File: src/verilog/acbr_pkg.sv
// package: register map, field layout and bus types of the channel b reference slice
package acbr_pkg;

    // =====================================================================
    // register offsets (printed offsets are not multiples of four: index)
    // =====================================================================
    localparam logic [7:0] idx_chb_reference_code_low = 8'h26;
    localparam logic [7:0] idx_chb_reference_code_high = 8'h27;
    localparam logic [7:0] idx_analog_input_setup = 8'h28;
    localparam int addr_width = 10;
    localparam logic [9:0] addr_chb_reference_code_low = 10'h098;
    localparam logic [9:0] addr_chb_reference_code_high = 10'h09c;
    localparam logic [9:0] addr_analog_input_setup = 10'h0a0;

    // =====================================================================
    // field positions and reset values
    // =====================================================================
    localparam int code_width = 9;
    localparam int pos_code_top = 0;
    localparam int pos_range_select = 1;
    localparam int pos_pseudo_diff_select = 0;
    localparam logic [7:0] rst_chb_reference_code_low = 8'h00;
    localparam logic rst_chb_reference_code_high = 1'b0;
    localparam logic [1:0] rst_analog_input_setup = 2'h0;
    localparam logic [31:0] unmapped_read_value = 32'h00000000;

    // =====================================================================
    // bus carrier and input setup record
    // =====================================================================
    typedef struct packed {
        logic read;
        logic write;
        logic [9:0] address;
        logic [3:0] byteenable;
        logic [31:0] writedata;
    } acbr_request_type;

    typedef struct packed {
        logic range_double;
        logic pseudo_diff_select;
    } acbr_input_mode_type;

endpackage : acbr_pkg

File: src/verilog/acbr_regs.sv
// file: channel b reference code and analog input setup registers
`timescale 1ns/10ps
module acbr_regs (
    input wire logic clk,
    input wire logic reset,
    input wire logic avs_read,
    input wire logic avs_write,
    input wire logic [9:0] avs_address,
    input wire logic [3:0] avs_byteenable,
    input wire logic [31:0] avs_writedata,
    output logic [31:0] avs_readdata,
    output logic avs_waitrequest,
    output logic [8:0] chb_reference_level_code,
    output logic range_double,
    output logic pseudo_diff_select
);
    // =====================================================================
    // bus front end
    // =====================================================================
    acbr_pkg::acbr_request_type request;
    logic access_strobe;

    assign request.read = avs_read;
    assign request.write = avs_write && !avs_read;
    assign request.address = avs_address;
    assign request.byteenable = avs_byteenable;
    assign request.writedata = avs_writedata;

    acbr_reg_slave front_end (
        .clk(clk),
        .reset(reset),
        .request(request),
        .waitrequest(avs_waitrequest),
        .access_strobe(access_strobe)
    );

    // =====================================================================
    // register state
    // =====================================================================
    logic [7:0] chb_reference_code_low;
    logic chb_reference_code_high;
    acbr_pkg::acbr_input_mode_type analog_input_setup;
    logic [31:0] readdata;
    logic [7:0] next_chb_reference_code_low;
    logic next_chb_reference_code_high;
    acbr_pkg::acbr_input_mode_type next_analog_input_setup;
    logic [31:0] next_readdata;
    logic write_lane0;
    logic read_setup;

    // only byte lane 0 carries register bits; upper lanes are ignored
    assign write_lane0 = access_strobe && request.write && request.byteenable[0];

    // read data is captured in the wait cycle; nothing can move the registers
    // before the taking edge, since a write never shares a request with a read
    assign read_setup = request.read && avs_waitrequest;

    always_comb begin
        next_chb_reference_code_low = chb_reference_code_low;
        next_chb_reference_code_high = chb_reference_code_high;
        next_analog_input_setup = analog_input_setup;
        next_readdata = readdata;
        if (write_lane0) begin
            unique case (request.address)
                acbr_pkg::addr_chb_reference_code_low: begin
                    next_chb_reference_code_low = request.writedata[7:0];
                end
                acbr_pkg::addr_chb_reference_code_high: begin
                    // bits 7-1 are dropped, never stored
                    next_chb_reference_code_high =
                        request.writedata[acbr_pkg::pos_code_top];
                end
                acbr_pkg::addr_analog_input_setup: begin
                    next_analog_input_setup.range_double =
                        request.writedata[acbr_pkg::pos_range_select];
                    next_analog_input_setup.pseudo_diff_select =
                        request.writedata[acbr_pkg::pos_pseudo_diff_select];
                end
                default: begin
                end
            endcase
        end
        if (read_setup) begin
            unique case (request.address)
                acbr_pkg::addr_chb_reference_code_low: begin
                    next_readdata = {24'h000000, chb_reference_code_low};
                end
                acbr_pkg::addr_chb_reference_code_high: begin
                    next_readdata = {31'h00000000, chb_reference_code_high};
                end
                acbr_pkg::addr_analog_input_setup: begin
                    next_readdata = {30'h00000000, analog_input_setup};
                end
                default: begin
                    next_readdata = acbr_pkg::unmapped_read_value;
                end
            endcase
        end
    end

    always_ff @(posedge clk) begin
        if (reset) begin
            chb_reference_code_low <= acbr_pkg::rst_chb_reference_code_low;
            chb_reference_code_high <= acbr_pkg::rst_chb_reference_code_high;
            analog_input_setup <= acbr_pkg::rst_analog_input_setup;
            readdata <= 32'h00000000;
        end else begin
            chb_reference_code_low <= next_chb_reference_code_low;
            chb_reference_code_high <= next_chb_reference_code_high;
            analog_input_setup <= next_analog_input_setup;
            readdata <= next_readdata;
        end
    end

    // =====================================================================
    // outputs to the bus and the analog side
    // =====================================================================
    // read data comes from a flip-flop loaded in the wait cycle; the stall that
    // the front end inserts anyway hides the extra register stage
    always_comb begin
        avs_readdata = readdata;
    end

    // software writes 0x1ff here for a 2.5 volt reference; no check is made
    assign chb_reference_level_code = {chb_reference_code_high, chb_reference_code_low};
    assign range_double = analog_input_setup.range_double;
    assign pseudo_diff_select = analog_input_setup.pseudo_diff_select;

    // =====================================================================
    // checks
    // =====================================================================
    chk_low_write_lands: assert property (@(posedge clk) disable iff (reset)
        (access_strobe && request.write && request.byteenable[0] &&
         request.address == acbr_pkg::addr_chb_reference_code_low)
        |=> chb_reference_level_code[7:0] == $past(request.writedata[7:0]))
        else $error("low reference byte not stored");

    chk_high_read_zero: assert property (@(posedge clk) disable iff (reset)
        (access_strobe && request.read &&
         request.address == acbr_pkg::addr_chb_reference_code_high)
        |-> avs_readdata[31:1] == 31'h00000000)
        else $error("reserved high bits read nonzero");

    chk_code_concat: assert property (@(posedge clk) disable iff (reset)
        (access_strobe && request.write && request.byteenable[0] &&
         request.address == acbr_pkg::addr_chb_reference_code_high)
        |=> chb_reference_level_code ==
            {$past(request.writedata[0]), $past(chb_reference_level_code[7:0])})
        else $error("code top bit mismatch");

    chk_full_code_load: assert property (@(posedge clk) disable iff (reset)
        (access_strobe && request.write && request.byteenable[0] &&
         request.address == acbr_pkg::addr_chb_reference_code_high &&
         request.writedata[0] && chb_reference_code_low == 8'hff)
        |=> chb_reference_level_code == 9'h1ff)
        else $error("full code not reached");

    chk_range_write: assert property (@(posedge clk) disable iff (reset)
        (access_strobe && request.write && request.byteenable[0] &&
         request.address == acbr_pkg::addr_analog_input_setup)
        |=> range_double == $past(request.writedata[1]))
        else $error("range select not stored");

    chk_mode_write: assert property (@(posedge clk) disable iff (reset)
        (access_strobe && request.write && request.byteenable[0] &&
         request.address == acbr_pkg::addr_analog_input_setup)
        |=> pseudo_diff_select == $past(request.writedata[0]))
        else $error("input mode not stored");

    chk_reset_setup: assert property (@(posedge clk)
        $past(reset) |-> (!range_double && !pseudo_diff_select))
        else $error("input setup not zero after reset");

    chk_setup_read_zero: assert property (@(posedge clk) disable iff (reset)
        (access_strobe && request.read &&
         request.address == acbr_pkg::addr_analog_input_setup)
        |-> avs_readdata[31:2] == 30'h00000000)
        else $error("reserved setup bits read nonzero");

    chk_wait_one: assert property (@(posedge clk) disable iff (reset)
        (avs_read && avs_waitrequest) |=> !avs_waitrequest)
        else $error("waitrequest held more than one cycle");

    chk_wait_write: assert property (@(posedge clk) disable iff (reset)
        (avs_write && !avs_read && avs_waitrequest) |=> !avs_waitrequest)
        else $error("write waitrequest held more than one cycle");

    // helper for the checks below: any of the three register addresses
    logic addr_mapped;
    assign addr_mapped = (request.address == acbr_pkg::addr_chb_reference_code_low) ||
        (request.address == acbr_pkg::addr_chb_reference_code_high) ||
        (request.address == acbr_pkg::addr_analog_input_setup);

    chk_high_write_lands: assert property (@(posedge clk) disable iff (reset)
        (access_strobe && request.write && request.byteenable[0] &&
         request.address == acbr_pkg::addr_chb_reference_code_high)
        |=> chb_reference_level_code[8] == $past(request.writedata[0]))
        else $error("high reference bit not stored");

    chk_lane_masked: assert property (@(posedge clk) disable iff (reset)
        (access_strobe && request.write && !request.byteenable[0])
        |=> ($stable(chb_reference_level_code) && $stable(range_double) &&
             $stable(pseudo_diff_select)))
        else $error("write with lane 0 off changed state");

    chk_unmapped_ignored: assert property (@(posedge clk) disable iff (reset)
        (access_strobe && request.write && !addr_mapped)
        |=> ($stable(chb_reference_level_code) && $stable(range_double) &&
             $stable(pseudo_diff_select)))
        else $error("unmapped write changed state");

    chk_unmapped_read_zero: assert property (@(posedge clk) disable iff (reset)
        (access_strobe && request.read && !addr_mapped)
        |-> avs_readdata == 32'h00000000)
        else $error("unmapped read nonzero");

    chk_low_read_back: assert property (@(posedge clk) disable iff (reset)
        (access_strobe && request.read &&
         request.address == acbr_pkg::addr_chb_reference_code_low)
        |-> avs_readdata == {24'h000000, chb_reference_level_code[7:0]})
        else $error("low reference byte read back wrong");

    chk_setup_read_back: assert property (@(posedge clk) disable iff (reset)
        (access_strobe && request.read &&
         request.address == acbr_pkg::addr_analog_input_setup)
        |-> avs_readdata[1:0] == {range_double, pseudo_diff_select})
        else $error("input setup read back wrong");

    chk_reset_code: assert property (@(posedge clk)
        $past(reset) |-> chb_reference_level_code == 9'h000)
        else $error("reference code not zero after reset");
endmodule : acbr_regs

File: src/verilog/acbr_reg_slave.sv
// file: avalon-mm slave front end, one wait cycle per access
`timescale 1ns/10ps
module acbr_reg_slave (
    input wire logic clk,
    input wire logic reset,
    input wire acbr_pkg::acbr_request_type request,
    output logic waitrequest,
    output logic access_strobe
);
    // =====================================================================
    // one wait state: the access is taken on the cycle waitrequest is low
    // =====================================================================
    logic busy;
    logic next_busy;

    always_comb begin
        next_busy = 1'b0;
        if ((request.read || request.write) && !busy) begin
            next_busy = 1'b1;
        end
    end

    always_ff @(posedge clk) begin
        if (reset) begin
            busy <= 1'b0;
        end else begin
            busy <= next_busy;
        end
    end

    assign waitrequest = (request.read || request.write) && !busy;
    assign access_strobe = (request.read || request.write) && busy;
endmodule : acbr_reg_slave

File: config.mk
export PLATFORM = sky130hd
export DESIGN_NAME = acbr_regs
export DESIGN_NICKNAME = d
export VERILOG_FILES = /design/src/verilog/acbr_pkg.sv /design/src/verilog/acbr_regs.sv /design/src/verilog/acbr_reg_slave.sv
export SDC_FILE = /design/constraint.sdc
export NUM_CORES = 1
export LEC_CHECK = 0
export ABC_AREA = 1
export BUFFER_PORTS_ARGS = -buffer_cell sky130_fd_sc_hd__buf_4
export CAP_MARGIN = 10
export CORE_AREA = 5 5 59 61
export CTS_CLUSTER_SIZE = 40
export DETAILED_ROUTE_END_ITERATION = 6
export DIE_AREA = 0 0 64 66
export PLACE_DENSITY_LB_ADDON = 0.08
export SYNTH_ARGS = -nofsm -noshare
export SYNTH_HDL_FRONTEND = slang
export SYNTH_SLANG_ARGS = --single-unit
File: constraint.sdc
create_clock -name clk -period 1.84 [get_ports clk]
set_input_delay 0.276 -clock clk [delete_from_list [all_inputs] [get_ports clk]]
set_output_delay 0.276 -clock clk [all_outputs]
set_load 0.005 [all_outputs]
==> results_dict.tcl <==
set metrics [dict create \
    antenna_found_initial 0 \
    critical_path_class "reg -> reg" \
    n_antenna_cell 0 \
    path_cells "inv_2 -> nor3_4 -> nand3_2 -> o21ai_1 -> a21oi_1" \
    wl_per_cell_um 10.6 \
    setup_viol 0 \
    synth-xor-area-share 0 \
    grtUsageTotal 0.113 \
    ctsLongestPathBuffers 2 \
    cts_tree "done" \
    routabilityCongestion 0.810 \
    crit_family "simple AND/OR/NAND/NOR gates" \
    yosysTopAreaCell "dfxtp_1" \
    finalSetupTns_ps 0 \
    finalHoldViolations 0 \
    required_ps 2040 \
    final_nets 248 \
    fin_crit_ps 1250 \
    cap_violations 0 \
    post-cts-setup-buffers 0 \
    p_comb_frac 0.154 \
    row_count 20 \
    htreeDepth 1 \
    synth_top_family_by_area "simple AND/OR/NAND/NOR gates" \
    cts-root-buf "clkbuf_4" \
    die_h_um 66 \
    grt_overflow 0 \
    outcome "finished, final reports clean" \
    dp_hpwl_mm 2.04 \
    fillCellCount 301 \
    cts_hold_buf 0 \
    viasPerCell 4.33 \
    area_growth_pct 23.8 \
    dieWidth_um 64 \
    syn_area_per_cell_um2 7.51 \
    drtAntennaViolNets 0 \
    die-area_mm2 0.00422 \
    synth_mux_area_frac 0 \
    final_layout_size_suffix_gt1_frac 0.315 \
    clock.fmax_mhz 799 \
    switching_share 0.251 \
    final_max_slew_viol_count 0 \
    cts_made_buffers 3 \
    critPathArrivalTime_ps 1450 \
    rsz0062_at_grt "no" \
    layout_common_cells "42 x buf_4, 26 x nor2_1, 24 x conb_1" \
    p_int_mw 0.624 \
    yosys-top-cells-area "dfxtp_1 34%, buf_4 16%, nor2_1 8.4%, nand2_1 7.4%, a21oi_1 4.3%" \
    cp_slowest_cell "dfxtp_1" \
    synth_area_mm2 0.00116 \
    critPathCaptureType "register" \
    cts.clk_slew.worst_paths_ps 110 \
    min_period_over_period 0.680 \
    start_util 0.397 \
    io_pins 94 \
    clockPowerShare 0.305 \
    syn_inst 155 \
    synthAdderAreaFrac 0 \
    synth_cell_types 25 \
    drc 0 \
    synth_top_area_frac 0.344 \
    cts_num_sinks 20 \
    coreArea_mm2 0.00293 \
    insertion_delay_ps 300 \
    ys_ff_latch 20 \
    ctsResizeCount 0 \
    firstDrtPassIters 4 \
    grt_max_degree 18 \
    cp_num_buf_inv 1 \
    max_stage_delay_ps 380 \
    wl_mm 2.43 \
    power.density_mw_per_mm2 578 \
    worstPathMaxFanout 4 \
    synthSimpleGateAreaFrac 0.302 \
    vdd_drop_max_uv 297 \
    synth-compound-area-share 0.124 \
    yosys_warnings 0 \
    skew_ps 6.21 \
    place_inst 226 \
    vias 997 \
    final_cells 230 \
    final_common_cell "buf_4" \
    hold_path_class "in -> reg" \
    grt_pass1_wl_mm 3.91 \
    grt_pass1_vias 931 \
    seq_power_share 0.540 \
    yosysSeqAreaShare 0.344 \
    drt-initial-drc-count 40 \
    start_kind "register" \
    p_sw_mw 0.208 \
    hold_slack_ps 149 \
    p_leak_nw 0.691 \
    port_buffers 42 \
]
-- final timing paths --
kind                  start                  to  slack (ps)  cells past startpoint
max          front_end.busy  pseudo_diff_select         590                      5
min                   reset     avs_readdata[0]         150                      2
max reg2reg  front_end.busy  pseudo_diff_select         590                      5
min reg2reg  front_end.busy      front_end.busy         470                      1
-- synthesized netlist by cell type --
master,number
nor2_4,2
nor2_8,1
nand2_2,2
clkbuf_1,1
a21oi_2,1
nand3_2,2
conb_1,1
inv_1,10
buf_4,25
nor2_2,2
inv_2,2
buf_6,1
nand3_1,2
a21oi_1,10
o21ai_1,10
nor3_1,2
nand2_1,23
clkinv_8,1
dfxtp_1,20
nand2_8,1
o21ai_0,7
nand3_4,1
nor3_4,1
nand4_1,1
nor2_1,26
-- power by group through the flow --
stage	registers (mW)	logic, mW	clock network [mW]
6_report	0.449	0.128	0.254
2_1_floorplan	0.459	0.0997	0
3_3_place_gp	0.459	0.126	0
4_1_cts	0.450	0.129	0.269
5_1_grt	0.451	0.146	0.283
3_5_place_dp	0.459	0.129	0
-- area by class of cell --
class,instances,area [um2],share of cell area
timing repair buffer,42,315,0.219
clock buffer,4,36.3,0.0252
tap,33,41.3,0.0287
inverter,13,61.3,0.0426
sequential,20,400,0.278
multi-input combinational,118,586,0.407
-- worst reg2reg max path, cell delays in order (launching register included) --
cell     delay, ps
dfxtp_1        380
inv_2           60
nor3_4         350
nand3_2        160
o21ai_1        150
a21oi_1         50
-- per-layer routing --
layer	routed length [um]	vias to the layer above	track usage
li1	-	529	-
met1	1010	433	0.142
met2	1200	35	0.191
met3	225	0	0.0289
met4	0	0	0.0312
met5	0	-	0
-- sequential cells by signal (all words and copies together) (netlist names) --
signal,count
avs_readdata,8
front_end.busy,1
range_double,1
chb_reference_code_high,1
chb_reference_code_low,8
pseudo_diff_select,1
-- cell families after synthesis --
group | Yosys count
and+or+nand+nor | 66
buffers and inverters | 40
other | 1
DFF | 20
AOI/OAI and AO/OA | 28
-- metrics by stage --
stage                util  setup WS [ps]  total power, mW  area [um2]
floorplan               -            723            0.559        1250
global placement    0.479            554            0.585        1400
detailed placement  0.479            533            0.588        1400
CTS                 0.492            568            0.848        1440
global route        0.492            510            0.881        1440
finish              0.492            588            0.832        1440
Note: power is estimated with default switching activity, not from simulation.
